File: config.mk
export PLATFORM = sky130hd
export DESIGN_NAME = ascp_parser
export DESIGN_NICKNAME = d
export VERILOG_FILES = /design/src/include/ascp_pkg.sv /design/src/logic/ascp_hex_dec.sv /design/src/logic/ascp_hex_enc.sv /design/src/logic/ascp_parser.sv
export SDC_FILE = /design/constraint.sdc
export NUM_CORES = 1
export LEC_CHECK = 0
export CAP_MARGIN = 30
export CORE_AREA = 2 2 150 152
export DETAILED_ROUTE_END_ITERATION = 10
export DIE_AREA = 0 0 152 154
export DONT_BUFFER_PORTS = 1
export GPL_TIMING_DRIVEN = 1
export HOLD_SLACK_MARGIN = 0.05
export PLACE_DENSITY = 0.55
export SETUP_SLACK_MARGIN = 0.4
export SLEW_MARGIN = 40
export SYNTH_ARGS = -nofsm -noshare
export SYNTH_HDL_FRONTEND = slang
export SYNTH_SLANG_ARGS = --single-unit
File: constraint.sdc
create_clock -name clk_in -period 7.77 [get_ports clk_in]
set_input_delay 1.1655 -clock clk_in [delete_from_list [all_inputs] [get_ports clk_in]]
set_output_delay 1.1655 -clock clk_in [all_outputs]
set_load 0.05 [all_outputs]
File: src/include/ascp_pkg.sv
// Constants and types shared by the ASCII system command parser files
package ascp_pkg;
  // Frame characters
  localparam logic [7:0] ASCP_CHAR_CR = 8'h0d; // Frame terminator
  localparam logic [7:0] ASCP_CHAR_DOLLAR = 8'h24; // Read command delimiter
  localparam logic [7:0] ASCP_CHAR_HASH = 8'h23; // Write command delimiter
  localparam logic [7:0] ASCP_CHAR_BANG = 8'h21; // Valid reply delimiter
  localparam logic [7:0] ASCP_CHAR_QUEST = 8'h3f; // Invalid reply delimiter
  localparam logic [7:0] ASCP_CHAR_GT = 8'h3e; // Flag reply delimiter
  localparam logic [7:0] ASCP_CHAR_M = 8'h4d; // Read name code
  localparam logic [7:0] ASCP_CHAR_F = 8'h46; // Read version code
  localparam logic [7:0] ASCP_CHAR_SEVEN = 8'h37; // Output diagnostic code
  localparam logic [7:0] ASCP_CHAR_V = 8'h56; // Flag access code, first char
  localparam logic [7:0] ASCP_CHAR_D = 8'h44; // Flag access code, second char
  localparam logic [6:0] ASCP_DIGIT_BASE = 7'h18; // Upper bits of ASCII 0 and 1
  // Station identity
  localparam logic [7:0] ASCP_OWN_ADDR = 8'h01; // Fixed station address
  localparam logic [7:0] ASCP_FAMILY_HI = 8'h35; // Arbitrary family prefix, first char
  localparam logic [7:0] ASCP_FAMILY_LO = 8'h41; // Arbitrary family prefix, second char
  localparam logic [7:0] ASCP_MODEL = 8'h2a; // Arbitrary model number
  localparam logic [31:0] ASCP_VERSION_TXT = 32'h302e3130; // Arbitrary version text
  // Character positions inside a command frame
  localparam logic [4:0] ASCP_POS_ADDR_HI = 5'h01;
  localparam logic [4:0] ASCP_POS_ADDR_LO = 5'h02;
  localparam logic [4:0] ASCP_POS_CODE_A = 5'h03;
  localparam logic [4:0] ASCP_POS_CODE_B = 5'h04;
  localparam logic [4:0] ASCP_POS_SEL_FIRST = 5'h05;
  localparam logic [4:0] ASCP_POS_SEL_LAST = 5'h08;
  localparam logic [4:0] ASCP_POS_VAL_FIRST = 5'h09;
  localparam logic [4:0] ASCP_POS_VAL_LAST = 5'h10;
  localparam logic [4:0] ASCP_POS_MAX = 5'h11; // Longest frame, CR position
  // Command lengths before the terminator
  localparam logic [4:0] ASCP_LEN_SHORT = 5'h04;
  localparam logic [4:0] ASCP_LEN_FREAD = 5'h05;
  localparam logic [4:0] ASCP_LEN_FWRITE = 5'h11;
  // Reply lengths including the terminator
  localparam logic [3:0] ASCP_RLEN_NAME = 4'h8;
  localparam logic [3:0] ASCP_RLEN_VER = 4'h8;
  localparam logic [3:0] ASCP_RLEN_SHORT = 4'h4;
  localparam logic [3:0] ASCP_RLEN_FLAGS = 4'hc;
  localparam logic [3:0] ASCP_RLEN_DIAG = 4'ha;
  localparam logic [3:0] ASCP_RIDX_BODY = 4'h3; // First body char of a reply
  // Widths and reset values
  localparam int ASCP_FLAG_W = 16;
  localparam int ASCP_DIAG_W = 6;
  localparam logic [15:0] ASCP_FLAGS_RST = 16'h0000;
  // Parser states and reply kinds
  typedef enum logic [1:0] {ASCP_ST_IDLE, ASCP_ST_RECV, ASCP_ST_SEND} ascp_state_t;
  typedef enum logic [2:0] {ASCP_RK_NAME, ASCP_RK_VER, ASCP_RK_ACK, ASCP_RK_FLAGS, ASCP_RK_DIAG,
                            ASCP_RK_NAK} ascp_rsp_t;
endpackage : ascp_pkg

File: src/logic/ascp_hex_dec.sv
// Uppercase ASCII hex character to nibble decoder
`timescale 1ns/1ns
module ascp_hex_dec (
  input wire logic [7:0] char_in, // Received character
  output logic [3:0] nib_out, // Decoded value
  output logic ok_out // High when char is 0-9 or A-F
);
  // Lowercase letters are refused on purpose
  always_comb begin
    nib_out = 4'h0;
    ok_out = 1'b0;
    if (char_in >= 8'h30 && char_in <= 8'h39) begin
      nib_out = char_in[3:0];
      ok_out = 1'b1;
    end else if (char_in >= 8'h41 && char_in <= 8'h46) begin
      nib_out = char_in[3:0] + 4'h9;
      ok_out = 1'b1;
    end
  end
endmodule : ascp_hex_dec

File: src/logic/ascp_hex_enc.sv
// Nibble to uppercase ASCII hex character encoder
`timescale 1ns/1ns
module ascp_hex_enc (
  input wire logic [3:0] nib_in, // Value to print
  output logic [7:0] char_out // Uppercase hex character
);
  // Letters start at A, digits at 0
  always_comb begin
    if (nib_in < 4'ha) begin
      char_out = 8'h30 + {4'h0, nib_in};
    end else begin
      char_out = 8'h37 + {4'h0, nib_in};
    end
  end
endmodule : ascp_hex_enc

File: src/logic/ascp_parser.sv
// ASCII system command parser: frame receiver, flag store and reply sender
`timescale 1ns/1ns
module ascp_parser
  import ascp_pkg::*;
(
  input wire logic clk_in, // 250 MHz system clock
  input wire logic rst_in, // Synchronous reset, active high
  input wire logic [7:0] rx_data_in, // Command byte from the link
  input wire logic rx_valid_in, // Command byte present
  input wire logic rx_err_in, // Link error on this byte
  output logic rx_ready_out, // Parser takes a byte
  output logic [7:0] tx_data_out, // Reply byte
  output logic tx_valid_out, // Reply byte present
  input wire logic tx_ready_in, // Link takes the reply byte
  input wire logic [5:0] diag_in, // Output fault pins, high is abnormal
  output logic [15:0] flags_out // Auxiliary logic flags
);
  // Parser state
  ascp_state_t state_reg, state_next;
  logic [7:0] dlm_reg, dlm_next; // Opening delimiter
  logic [4:0] pos_reg, pos_next; // Position of the next byte
  logic [7:0] addr_reg, addr_next; // Station address field
  logic [7:0] code_a_reg, code_a_next; // First command char
  logic [7:0] code_b_reg, code_b_next; // Second command char
  logic [15:0] sel_reg, sel_next; // Flag selector field
  logic [31:0] val_reg, val_next; // Flag value field
  logic syn_bad_reg, syn_bad_next; // Syntax error in address or length
  logic hex_bad_reg, hex_bad_next; // Non-hex char in selector or value
  logic drop_reg, drop_next; // Link error seen in this frame
  logic [15:0] flags_reg, flags_next; // Flag store
  // Reply state
  ascp_rsp_t kind_reg, kind_next;
  logic [3:0] idx_reg, idx_next; // Index of the next reply char
  logic [7:0] tx_data_reg, tx_data_next;
  logic tx_valid_reg, tx_valid_next;
  // Diagnostic pin synchroniser
  logic [5:0] diag_s1_reg, diag_s2_reg, diag_s3_reg;
  logic [5:0] diag_stable_reg, diag_stable_next;

  // Decoded incoming character
  logic [3:0] rx_nib;
  logic rx_hex;
  ascp_hex_dec ascp_hex_dec_i (
    .char_in(rx_data_in),
    .nib_out(rx_nib),
    .ok_out(rx_hex)
  );

  // Nibble to print and its character
  logic [3:0] enc_nib;
  logic [7:0] enc_char;
  ascp_hex_enc ascp_hex_enc_i (
    .nib_in(enc_nib),
    .char_out(enc_char)
  );

  // Handshake terms; no new command while a reply is queued
  logic rx_take;
  logic tx_load;
  assign rx_ready_out = (state_reg != ASCP_ST_SEND);
  assign rx_take = rx_valid_in && rx_ready_out;
  assign tx_load = (state_reg == ASCP_ST_SEND) && (!tx_valid_reg || tx_ready_in);
  assign tx_data_out = tx_data_reg;
  assign tx_valid_out = tx_valid_reg;
  assign flags_out = flags_reg;

  // Command classification, looked at when the terminator arrives
  logic cr_seen, frame_ok, sel_all, sel_one;
  logic is_name, is_ver, is_diag, is_fread, is_fwrite, code_vd;
  always_comb begin
    cr_seen = rx_take && (state_reg == ASCP_ST_RECV) && (rx_data_in == ASCP_CHAR_CR);
    // Short frames, bad address chars, link errors (the terminator's too) and other stations stay silent
    frame_ok = !drop_reg && !rx_err_in && !syn_bad_reg && (pos_reg >= ASCP_POS_CODE_A)
               && (addr_reg == ASCP_OWN_ADDR);
    code_vd = (code_a_reg == ASCP_CHAR_V) && (code_b_reg == ASCP_CHAR_D);
    sel_all = (sel_reg == 16'h0000);
    sel_one = (sel_reg[15:12] == 4'h1) && (sel_reg[11:4] == 8'h00);
    is_name = (dlm_reg == ASCP_CHAR_DOLLAR) && (pos_reg == ASCP_LEN_SHORT) && (code_a_reg == ASCP_CHAR_M);
    is_ver = (dlm_reg == ASCP_CHAR_DOLLAR) && (pos_reg == ASCP_LEN_SHORT) && (code_a_reg == ASCP_CHAR_F);
    is_diag = (dlm_reg == ASCP_CHAR_DOLLAR) && (pos_reg == ASCP_LEN_SHORT)
              && (code_a_reg == ASCP_CHAR_SEVEN);
    is_fread = (dlm_reg == ASCP_CHAR_DOLLAR) && (pos_reg == ASCP_LEN_FREAD) && code_vd;
    is_fwrite = (dlm_reg == ASCP_CHAR_HASH) && (pos_reg == ASCP_LEN_FWRITE) && code_vd && !hex_bad_reg
                && (sel_all || sel_one);
  end

  // Reply length and next reply character
  logic [3:0] rsp_len;
  logic [7:0] rsp_char;
  logic [2:0] body_k;
  logic [31:0] rd_word;
  always_comb begin
    body_k = 3'(idx_reg - ASCP_RIDX_BODY);
    rd_word = {16'h0000, flags_reg};
    enc_nib = 4'h0;
    case (kind_reg)
      ASCP_RK_NAME: rsp_len = ASCP_RLEN_NAME;
      ASCP_RK_VER: rsp_len = ASCP_RLEN_VER;
      ASCP_RK_FLAGS: rsp_len = ASCP_RLEN_FLAGS;
      ASCP_RK_DIAG: rsp_len = ASCP_RLEN_DIAG;
      default: rsp_len = ASCP_RLEN_SHORT;
    endcase
    // Nibble feeding the shared encoder
    if (idx_reg == 4'h1) begin
      enc_nib = ASCP_OWN_ADDR[7:4];
    end else if (idx_reg == 4'h2) begin
      enc_nib = ASCP_OWN_ADDR[3:0];
    end else if (kind_reg == ASCP_RK_NAME) begin
      enc_nib = (idx_reg == 4'h5) ? ASCP_MODEL[7:4] : ASCP_MODEL[3:0];
    end else if (kind_reg == ASCP_RK_FLAGS) begin
      enc_nib = rd_word[(7 - body_k) * 4 +: 4];
    end
    // Character at this index
    if (idx_reg == 4'h0) begin
      case (kind_reg)
        ASCP_RK_NAK: rsp_char = ASCP_CHAR_QUEST;
        ASCP_RK_ACK, ASCP_RK_FLAGS: rsp_char = ASCP_CHAR_GT;
        default: rsp_char = ASCP_CHAR_BANG;
      endcase
    end else if (idx_reg < ASCP_RIDX_BODY) begin
      rsp_char = enc_char;
    end else if (idx_reg == rsp_len - 4'h1) begin
      rsp_char = ASCP_CHAR_CR;
    end else begin
      case (kind_reg)
        ASCP_RK_NAME: begin
          if (idx_reg == 4'h3) begin
            rsp_char = ASCP_FAMILY_HI;
          end else if (idx_reg == 4'h4) begin
            rsp_char = ASCP_FAMILY_LO;
          end else begin
            rsp_char = enc_char;
          end
        end
        ASCP_RK_VER: rsp_char = ASCP_VERSION_TXT[(3 - body_k) * 8 +: 8];
        ASCP_RK_DIAG: rsp_char = {ASCP_DIGIT_BASE, diag_stable_reg[body_k]};
        default: rsp_char = enc_char;
      endcase
    end
  end

  // Next values of parser, flag store and reply sender
  always_comb begin
    state_next = state_reg;
    dlm_next = dlm_reg;
    pos_next = pos_reg;
    addr_next = addr_reg;
    code_a_next = code_a_reg;
    code_b_next = code_b_reg;
    sel_next = sel_reg;
    val_next = val_reg;
    syn_bad_next = syn_bad_reg;
    hex_bad_next = hex_bad_reg;
    drop_next = drop_reg;
    flags_next = flags_reg;
    kind_next = kind_reg;
    idx_next = idx_reg;
    tx_data_next = tx_data_reg;
    tx_valid_next = tx_valid_reg && !tx_ready_in;
    case (state_reg)
      ASCP_ST_IDLE: begin
        // Bytes outside a frame are ignored until a delimiter
        if (rx_take && (rx_data_in == ASCP_CHAR_DOLLAR || rx_data_in == ASCP_CHAR_HASH)) begin
          state_next = ASCP_ST_RECV;
          dlm_next = rx_data_in;
          pos_next = ASCP_POS_ADDR_HI;
          addr_next = 8'h00;
          code_a_next = 8'h00;
          code_b_next = 8'h00;
          sel_next = 16'h0000;
          val_next = 32'h00000000;
          syn_bad_next = 1'b0;
          hex_bad_next = 1'b0;
          drop_next = rx_err_in;
        end
      end
      ASCP_ST_RECV: begin
        if (rx_take && rx_err_in) begin
          drop_next = 1'b1;
        end
        if (cr_seen) begin
          // End of frame: answer, refuse or stay silent
          state_next = frame_ok ? ASCP_ST_SEND : ASCP_ST_IDLE;
          idx_next = 4'h0;
          if (is_name) begin
            kind_next = ASCP_RK_NAME;
          end else if (is_ver) begin
            kind_next = ASCP_RK_VER;
          end else if (is_diag) begin
            kind_next = ASCP_RK_DIAG;
          end else if (is_fread) begin
            kind_next = ASCP_RK_FLAGS;
          end else if (is_fwrite) begin
            kind_next = ASCP_RK_ACK;
          end else begin
            kind_next = ASCP_RK_NAK;
          end
          if (frame_ok && is_fwrite) begin
            if (sel_all) begin
              flags_next = val_reg[15:0];
            end else begin
              flags_next[sel_reg[3:0]] = val_reg[0];
            end
          end
        end else if (rx_take) begin
          // Overlong frames are treated as syntax errors
          if (pos_reg == ASCP_POS_MAX) begin
            syn_bad_next = 1'b1;
          end else begin
            pos_next = pos_reg + 5'h01;
          end
          if (pos_reg == ASCP_POS_ADDR_HI || pos_reg == ASCP_POS_ADDR_LO) begin
            addr_next = {addr_reg[3:0], rx_nib};
            if (!rx_hex) begin
              syn_bad_next = 1'b1;
            end
          end else if (pos_reg == ASCP_POS_CODE_A) begin
            code_a_next = rx_data_in;
          end else if (pos_reg == ASCP_POS_CODE_B) begin
            code_b_next = rx_data_in;
          end else if (pos_reg >= ASCP_POS_SEL_FIRST && pos_reg <= ASCP_POS_SEL_LAST) begin
            sel_next = {sel_reg[11:0], rx_nib};
            hex_bad_next = hex_bad_reg || !rx_hex;
          end else if (pos_reg >= ASCP_POS_VAL_FIRST && pos_reg <= ASCP_POS_VAL_LAST) begin
            val_next = {val_reg[27:0], rx_nib};
            hex_bad_next = hex_bad_reg || !rx_hex;
          end
        end
      end
      ASCP_ST_SEND: begin
        // One char per accepted slot; the register holds it under back-pressure
        if (tx_load) begin
          tx_data_next = rsp_char;
          tx_valid_next = 1'b1;
          idx_next = idx_reg + 4'h1;
          if (idx_reg == rsp_len - 4'h1) begin
            state_next = ASCP_ST_IDLE;
          end
        end
      end
      default: state_next = ASCP_ST_IDLE;
    endcase
  end

  // Diagnostic level accepted once stages two and three agree
  always_comb begin
    diag_stable_next = (diag_s2_reg & diag_s3_reg) | (diag_stable_reg & (diag_s2_reg | diag_s3_reg));
  end

  // Register all state
  always_ff @(posedge clk_in) begin
    if (rst_in) begin
      state_reg <= ASCP_ST_IDLE;
      dlm_reg <= 8'h00;
      pos_reg <= 5'h00;
      addr_reg <= 8'h00;
      code_a_reg <= 8'h00;
      code_b_reg <= 8'h00;
      sel_reg <= 16'h0000;
      val_reg <= 32'h00000000;
      syn_bad_reg <= 1'b0;
      hex_bad_reg <= 1'b0;
      drop_reg <= 1'b0;
      flags_reg <= ASCP_FLAGS_RST;
      kind_reg <= ASCP_RK_NAK;
      idx_reg <= 4'h0;
      tx_data_reg <= 8'h00;
      tx_valid_reg <= 1'b0;
      diag_s1_reg <= 6'h00;
      diag_s2_reg <= 6'h00;
      diag_s3_reg <= 6'h00;
      diag_stable_reg <= 6'h00;
    end else begin
      state_reg <= state_next;
      dlm_reg <= dlm_next;
      pos_reg <= pos_next;
      addr_reg <= addr_next;
      code_a_reg <= code_a_next;
      code_b_reg <= code_b_next;
      sel_reg <= sel_next;
      val_reg <= val_next;
      syn_bad_reg <= syn_bad_next;
      hex_bad_reg <= hex_bad_next;
      drop_reg <= drop_next;
      flags_reg <= flags_next;
      kind_reg <= kind_next;
      idx_reg <= idx_next;
      tx_data_reg <= tx_data_next;
      tx_valid_reg <= tx_valid_next;
      diag_s1_reg <= diag_in;
      diag_s2_reg <= diag_s1_reg;
      diag_s3_reg <= diag_s2_reg;
      diag_stable_reg <= diag_stable_next;
    end
  end
endmodule : ascp_parser

Word level (Yosys, flattened, before mapping)
Cells that the tools add are included.
{"block": "totals", "ff_bits": 130, "in_bits": 19, "out_inout_bits": 26}
{"block": "op_classes", "add_sub_neg": 9, "magnitude_cmp": 14, "eq_ne": 50, "shifts": 2, "mux": 96, "bitwise": 4, "n_reduce_logical": 65}
{"operator": "2-to-1 mux 16 bit", "count": 16}
{"operator": "2-to-1 mux 8 bit", "count": 19}
{"operator": "one-hot mux 16 bit (2 select lines)", "count": 2}
{"operator": "one-hot mux 8 bit (2 select lines)", "count": 3}
{"operator": "== test 8 x 6 -> 1 bit (second input constant)", "count": 5}
{"operator": "2-to-1 mux 4 bit", "count": 9}
{"operator": "variable part select 32 x 33 -> 4 bit", "count": 1}
{"operator": "variable part select 32 x 33 -> 8 bit (first input constant)", "count": 1}
{"operator": "== test 8 x 7 -> 1 bit (second input constant)", "count": 4}
{"operator": "logical AND 1 bit", "count": 29}
{"operator": "one-hot mux 8 bit (3 select lines)", "count": 1}
{"operator": "inequality test 2 bit (second input constant)", "count": 11}
{"operator": "2-to-1 mux 1 bit", "count": 21}
{"operator": "2-to-1 mux 5 bit", "count": 4}
{"operator": "one-hot mux 5 bit (2 select lines)", "count": 2}
{"operator": "bitwise mux 16 bit", "count": 1}
{"operator": "zero test 16 bit", "count": 1}
{"operator": "AND reduction 8 bit", "count": 2}
{"operator": "2-to-1 mux 3 bit", "count": 5}
{"operator": "adder 6 x 4 -> 7 bit (first input constant)", "count": 2}
{"operator": "inequality test 2 x 1 -> 1 bit (second input constant)", "count": 7}
{"operator": "bitwise AND 6 bit", "count": 2}
{"operator": "bitwise OR 6 bit", "count": 2}
{"operator": "one-hot mux 4 bit (3 select lines)", "count": 1}
{"operator": "58 further kinds", "count": 89}

Logic depth before layout (Yosys ltp)
Gate-level depths: netlist of the first run.
{"block": "logic_depth", "ltp_word": 15, "mapped_depth": 11, "mapped_depth_nobuf": 8}

Hierarchy
From an unflattened synthesis of the first run, not the netlist that was laid out.
{"block": "hier_totals", "hier_cells": 739, "area_unflattened_um2": 6617.6}
{"module": "ascp_parser", "instances": 1, "cells_per_inst": 699, "area_per_inst_um2": 6341.1}
{"module": "ascp_hex_dec", "instances": 1, "cells_per_inst": 24, "area_per_inst_um2": 171.4}
{"module": "ascp_hex_enc", "instances": 1, "cells_per_inst": 16, "area_per_inst_um2": 105.1}

Worst setup path after synthesis of the first run
OpenSTA, ideal clock, no wires.
{"block": "synth_timing", "path_kind": "input port to flip-flop", "start": "in rx_data_in[1]", "end": "reg code_a_reg[0]", "setup_time_ns": 0.128, "arrival_ns": 2.777, "setup_slack_ns": 4.866, "cell_stages": 9, "path_buffers": 1, "cell_sequence": "inv_1 > ha_1 > and3_1 > and4_1 > buf_2 > a211o_1 > a21oi_4 > mux2i_1 > nor2_1"}
{"block": "synth_via", "elab_chain_len": 5}
{"element": "start, declared", "line": "ascp_parser.sv:8", "rtl": "input wire logic [7:0] rx_data_in,"}
{"element": "== test 8 x 6 -> 1 bit", "line": "ascp_parser.sv:163", "rtl": "if (rx_take && (rx_data_in == ASCP_CHAR_DOLLAR || rx_data_in == ASCP_CHAR_HASH)) begin"}
{"element": "logical OR 1 bit", "line": "ascp_parser.sv:163"}
{"element": "logical AND 1 bit", "line": "ascp_parser.sv:163"}
{"element": "inequality test 2 bit (no source line)"}
{"element": "AND reduction 6 bit (no source line) *"}
{"element": "end signal, assigned", "line": "ascp_parser.sv:278", "rtl": "code_a_reg <= code_a_next;"}
{"element": "end, declared", "line": "ascp_parser.sv:23", "rtl": "logic [7:0] code_a_reg, code_a_next;"}
Mark *: on every way between the ends. The rest lies on a longest branch, timed or not.
A chain may end at the register's enable or synchronous reset.

Final worst setup path of the first run
{"block": "layout_timing", "start": "reg state_reg[0]", "end": "out rx_ready_out"}
{"block": "layout_via", "elab_chain_len": 1}
{"element": "start, declared", "line": "ascp_parser.sv:19", "rtl": "ascp_state_t state_reg, state_next;"}
{"element": "start signal, assigned", "line": "ascp_parser.sv:274", "rtl": "state_reg <= state_next;"}
{"element": "inequality test 2 bit", "line": "ascp_parser.sv:60", "rtl": "assign rx_ready_out = (state_reg != ASCP_ST_SEND);"}
{"element": "end, declared", "line": "ascp_parser.sv:11", "rtl": "output logic rx_ready_out,"}
No other way between the ends.

==> run metrics, run 1 <==
GPL Wtd Cong=0.806; VDD IR max=161 uV; Post-synth EDFFs=0; CP Launch Type=flip-flop; critical path class=flip-flop to primary output; All-Layer GR Usage=0.137; Hold Crit Class=flip-flop to flip-flop; clk slew on worst S/H paths=0.06 ns; commonest non-fill, non-tap cell in the layout=dfxtp_1; Die Width=152 um; Synth cell types=70; post-synthesis cell count=758; Via density=5.09; layout cells sized above 1=0.106; Tmin final=3.05 ns; final hold vios=0; cell count after placement=995; vias in the first global route=5093; initial antenna violation count=0; RR Startpoint=state_reg[0]$_SDFFE_PP0P_; Detail Placement HPWL=10900 um; commonest non-fill, non-tap cells in the layout=dfxtp_1, nand2_1, a21oi_1; Required @ worst endpoint=6.60 ns; syn nets=789; maxcap violations=0; Seq cells post-synth=129; critical-path maximum fanout=14; CTS Hold Buffers Added=0; max_slew headroom=0.510; Top FF cell, synth=dfxtp_1; Resize count post-CTS=0; async set-reset flop share out of synthesis=0; H-tree depth=4; Core Rows=54; final setup fails=0; Post-CTS Setup Inserts=0; worst-case reg-to-reg path depth=8; fill cell count=2247; Iteration-0 DRC Markers=314; final wirelength=15900 um; Die Y=154 um; footprint of the multi-input gates=3560 um^2; f_max=0.328 GHz; final std cells w/o fill=1027; layout overhead on the synthesized area=12.1%; initial core utilization=0.296; Final Cycle Share=0.392; worst hold path cell count=1; synth warn=0; worst slew pin tran=0.733 ns; skew final=0.00768 ns; GR Overflow Total=0; port bufs=0; reg-to-reg setup timing slack=4.76 ns; outcome=finished, final reports clean; clk buf depth=2; Worst setup EP type=primary output; max-slew violation count=0; worst hold start=diag_s1_reg[0]$_SDFF_PP0_; drt first pass iters=4; largest net degree at the start of global routing=110; root buffer cell=clkbuf_16; area of the core=21700 um^2; total CTS buffers=17; IO Count=45; DRC viols=0; crit path DAT=1.88 ns; CTS tree=built; CTS Sinks=129; Power Density=209 nW/um^2; Wirelength per Cell=15.4 um; Sequential cell area=2580 um^2; Mapped Area=6430 um^2; Clk Latency, worst-skew pair=0.42 ns; syn_area_per_cell=8.48 um^2; Seq/Total Area, Yosys=0.402; # diodes=0; die area=23400 um^2; reg2reg end=sel_reg[11]$_SDFFE_PP0P_; first-pass GRT wire length=26300 um; Hold EP=diag_s2_reg[0]$_SDFF_PP0_; Final nets=765; Pleak=0.00237 uW; Routed Antenna Nets=0; RSZ-0062 raised after global routing=no; vias=5231; Setup TNS Final=0 ns
## stage by stage
step	utilization	setup slack, ns	power [uW]	hold WS, ns	instance area [um^2]
floorplan	-	4.87	703	0.414	6430
global placement	0.304	4.39	697	0.415	6590
detailed placement	0.304	4.32	697	0.424	6590
CTS	0.332	4.75	1520	0.438	7200
global route	0.332	4.52	1550	0.461	7200
finish	0.332	4.72	1510	0.435	7200
## how the worst max path moves through the flow
stage | cells after the start | start | slack, ns | end
floorplan | 9 | rx_data_in[1] | 4.87 | code_a_reg[0]$_SDFFE_PP0P_
global placement | 9 | rx_data_in[1] | 4.39 | sel_reg[7]$_SDFFE_PP0P_
detailed placement | 9 | rx_data_in[1] | 4.32 | sel_reg[11]$_SDFFE_PP0P_
CTS | 2 | state_reg[0]$_SDFFE_PP0P_ | 4.75 | rx_ready_out
global route | 9 | rx_data_in[1] | 4.52 | sel_reg[8]$_SDFFE_PP0P_
finish | 2 | state_reg[0]$_SDFFE_PP0P_ | 4.72 | rx_ready_out
## cells in the mapped netlist, types with 14 or more instances
| cell type | n | area (um^2) |
|---|---|---|
| dfxtp_1 | 129 | 2580 |
| clkbuf_1 | 29 | 109 |
| inv_1 | 15 | 56.3 |
| nor2b_1 | 25 | 156 |
| nand2b_1 | 17 | 106 |
| mux2i_1 | 27 | 270 |
| a211oi_2 | 17 | 213 |
| o22ai_1 | 15 | 93.8 |
| nand3_1 | 33 | 165 |
| o21ai_0 | 38 | 190 |
| nor3_1 | 14 | 70.1 |
| a21oi_1 | 75 | 375 |
| nor2_1 | 68 | 255 |
| nand2_1 | 84 | 315 |
## area by class of cell
class | instances | share of cell area
Clock buffer | 20 | 0.0634
Clock inverter | 12 | 0.0219
Inverter | 15 | 0.00782
Multi-Input combinational cell | 566 | 0.495
Sequential cell | 129 | 0.358
Tap cell | 280 | 0.0486
Timing Repair Buffer | 5 | 0.00521
## power by group
| part | internal (uW) | total [uW] | switching [uW] |
|---|---|---|---|
| logic | 6.83 | 15.6 | 8.79 |
| registers | 666 | 667 | 1.57 |
| clock network | 522 | 825 | 303 |
## per-layer routing
layer	track usage	vias to the layer above	part of all wire
li1	-	2660	-
met1	0.170	2475	0.46
met2	0.233	76	0.49
met3	0.0304	20	0.030
met4	0.0556	0	0.019
met5	0	-	0
## worst max-delay path, stage by stage, from the launching register on
cell     delay, ns
dfxtp_1       0.74
nor2b_1       0.19
inv_1         0.52
## cell families after synthesis
logic type / share of synthesized area
AND/OR/NAND/NOR: 0.249
AO/OA/AOI/OAI: 0.208
flip-flops: 0.402
buffers and inverters: 0.0444
multiplexers: 0.0613
adder cells (fa/ha/maj): 0.0234
XOR/XNOR: 0.0109
other: 0.000583
Note: power is estimated with default switching activity, not from simulation.
==> inputs of run 2 (changes only) <==
- ABC_AREA: not set -> 1
- CORE_AREA: 2 2 150 152 -> 2 2 153 155
- DIE_AREA: 0 0 152 154 -> 0 0 155 157
- clock period: 7.77 -> 3.1 ns (I/O delays scaled with it)
==> run metrics, run 2 <==
outcome=finished, final reports clean; skew final=0.00794 ns; async set-reset flop share out of synthesis=0; Die Y=157 um; Detail Placement HPWL=13200 um; syn nets=1050; DRC viols=0; maxcap violations=0; root buffer cell=clkbuf_16; Required @ worst endpoint=3.40 ns; Post-synth top cells=nand2_1, nor2_1, inv_1; Clk Latency, worst-skew pair=0.41 ns; Setup TNS Final=0 ns; critical path class=flip-flop to flip-flop; final hold vios=0; Mapped Area=6690 um^2; vias=6189; sequential power share=0.430; Synth top area share=0.386; H-tree depth=4; port bufs=0; VDD IR max=254 uV; commonest non-fill, non-tap cell in the layout=nand2_1; commonest non-fill, non-tap cells in the layout=nand2_1, nor2_1, inv_1; max_slew headroom=0.588; initial antenna violation count=0; CTS Sinks=129; Top FF cell, synth=dfxtp_1; first-pass GRT wire length=29500 um; clk slew on worst S/H paths=0.06 ns; vias in the first global route=5662; most numerous cell in the Yosys netlist=nand2_1; Post-CTS Setup Inserts=0; synth warn=0; Die Width=155 um; Final nets=1045; post-synthesis cell count=1019; clk buf depth=2; area of the core=22500 um^2; Logic pwr share=0.050; footprint of the multi-input gates=3320 um^2; syn_area_per_cell=6.56 um^2; Via density=4.72; Routed Antenna Nets=0; CTS Hold Buffers Added=0; final setup fails=0; Power Density=520 nW/um^2; Tmin final=2.40 ns; max-slew violation count=0; total CTS buffers=17; Seq cells post-synth=129; CP Launch Type=flip-flop; Pleak=0.00305 uW; Resize count post-CTS=0; area leader, netlist=dfxtp_1; GPL Wtd Cong=0.876; Sw Share=0.233; f_max=0.416 GHz; internal power=3020 uW; Worst setup EP type=flip-flop; synth top area cells=dfxtp_1, nand2_1, nor2_1; post-placement cell area=6980 um^2; design area=7590 um^2; drt first pass iters=5; critical-path maximum fanout=25; final wirelength=18000 um; Sequential cell area=2580 um^2; RSZ-0062 raised after global routing=no; worst slew pin tran=0.614 ns; Core Rows=55; initial core utilization=0.297; Post-synth EDFFs=0; crit path DAT=2.70 ns; All-Layer GR Usage=0.152; die area=24300 um^2; NetSw=921 uW; Final Cycle Share=0.776; layout overhead on the synthesized area=13.5%; GR Overflow Total=0; CTS tree=built; Iteration-0 DRC Markers=413; # diodes=0; Synth cell types=44; fill cell count=2471; Wirelength per Cell=13.7 um; clock power share=0.519; largest net degree at the start of global routing=62; IO Count=45; Seq/Total Area, Yosys=0.386; layout cells sized above 1=0.0701; Hold Crit Class=primary input to flip-flop; Power, Total=3950 uW
[run 2: changes by cell type after synthesis, sizes merged, moves of 8 or more]
cell,previous run,this run
inv,15,158
o21ai,40,114
nand2,84,187
nor2,68,169
mux2i,27,0
nor4b,8,0
and2,13,0
nand3,33,59
nand2b,17,0
o22ai,15,1
nor2b,25,0
[run 2: cell families after synthesis]
kind of cell               after synthesis  synth area share
other                                    1          0.000561
AOI/OAI and AO/OA                      219             0.178
adders and majority gates               12            0.0225
DFF                                    129             0.386
buffers and inverters                  200             0.118
xor gates and xnor gates                 7           0.00917
and+or+nand+nor                        451             0.285
[run 2: final cells by class]
class                   instances  share of cell area
flip-flops and latches        129               0.340
repair buffers                 17              0.0168
well taps                     285              0.0470
multi-input cells             690               0.438
inverters                     159              0.0786
clock buffers                  18              0.0579
clock inverters                14              0.0218
[run 2: critical path: stages (launching register included)]
cell,delay (ns)
dfxtp_1,0.38
inv_2,0.12
nand2_2,0.06
inv_2,0.37
nand4_1,0.15
buf_4,0.19
nor2_2,0.44
nand2_4,0.20
o21ai_0,0.31
nor2_1,0.06
[run 2: path summary, 6_finish.rpt]
kind                                                start                    endpoint  slack [ns]  cells after the start
worst max-delay path            state_reg[1]$_SDFFE_PP0P_   flags_out[5]$_SDFFE_PP0P_        0.70                      9
worst min register to register  diag_s1_reg[1]$_SDFF_PP0_   diag_s2_reg[1]$_SDFF_PP0_        0.40                      2
worst min-delay path                               rst_in  code_b_reg[4]$_SDFFE_PP0P_        0.12                      1
worst max register to register  state_reg[1]$_SDFFE_PP0P_   flags_out[5]$_SDFFE_PP0P_        0.70                      9
[run 2: per-layer routing]
layer / vias up / GRT usage / wire [um]
li1: 3254 / - / -
met1: 2824 / 0.203 / 8960
met2: 93 / 0.242 / 8130
met3: 18 / 0.0399 / 671
met4: 0 / 0.0432 / 274
met5: - / 0 / 0
[run 2: power by group through the flow]
stage                     clock (uW)  combinational [uW]  sequential (uW)
final                           2050                 199             1700
after global routing            2170                 231             1700
after CTS                       2090                 200             1700
after detailed placement           0                 199             1730
after global placement             0                 199             1730
after floorplan                    0                 170             1730
[run 2: per-stage QoR]
step	setup slack [ns]	std cells	hold slack, ns	util
final	0.695	1312	0.121	0.337
after global placement	0.606	1280	0.396	0.310
after global routing	0.454	1312	0.0965	0.337
after floorplan	0.630	1019	0.388	-
after CTS	0.722	1312	0.103	0.337
after detailed placement	0.560	1280	0.398	0.310
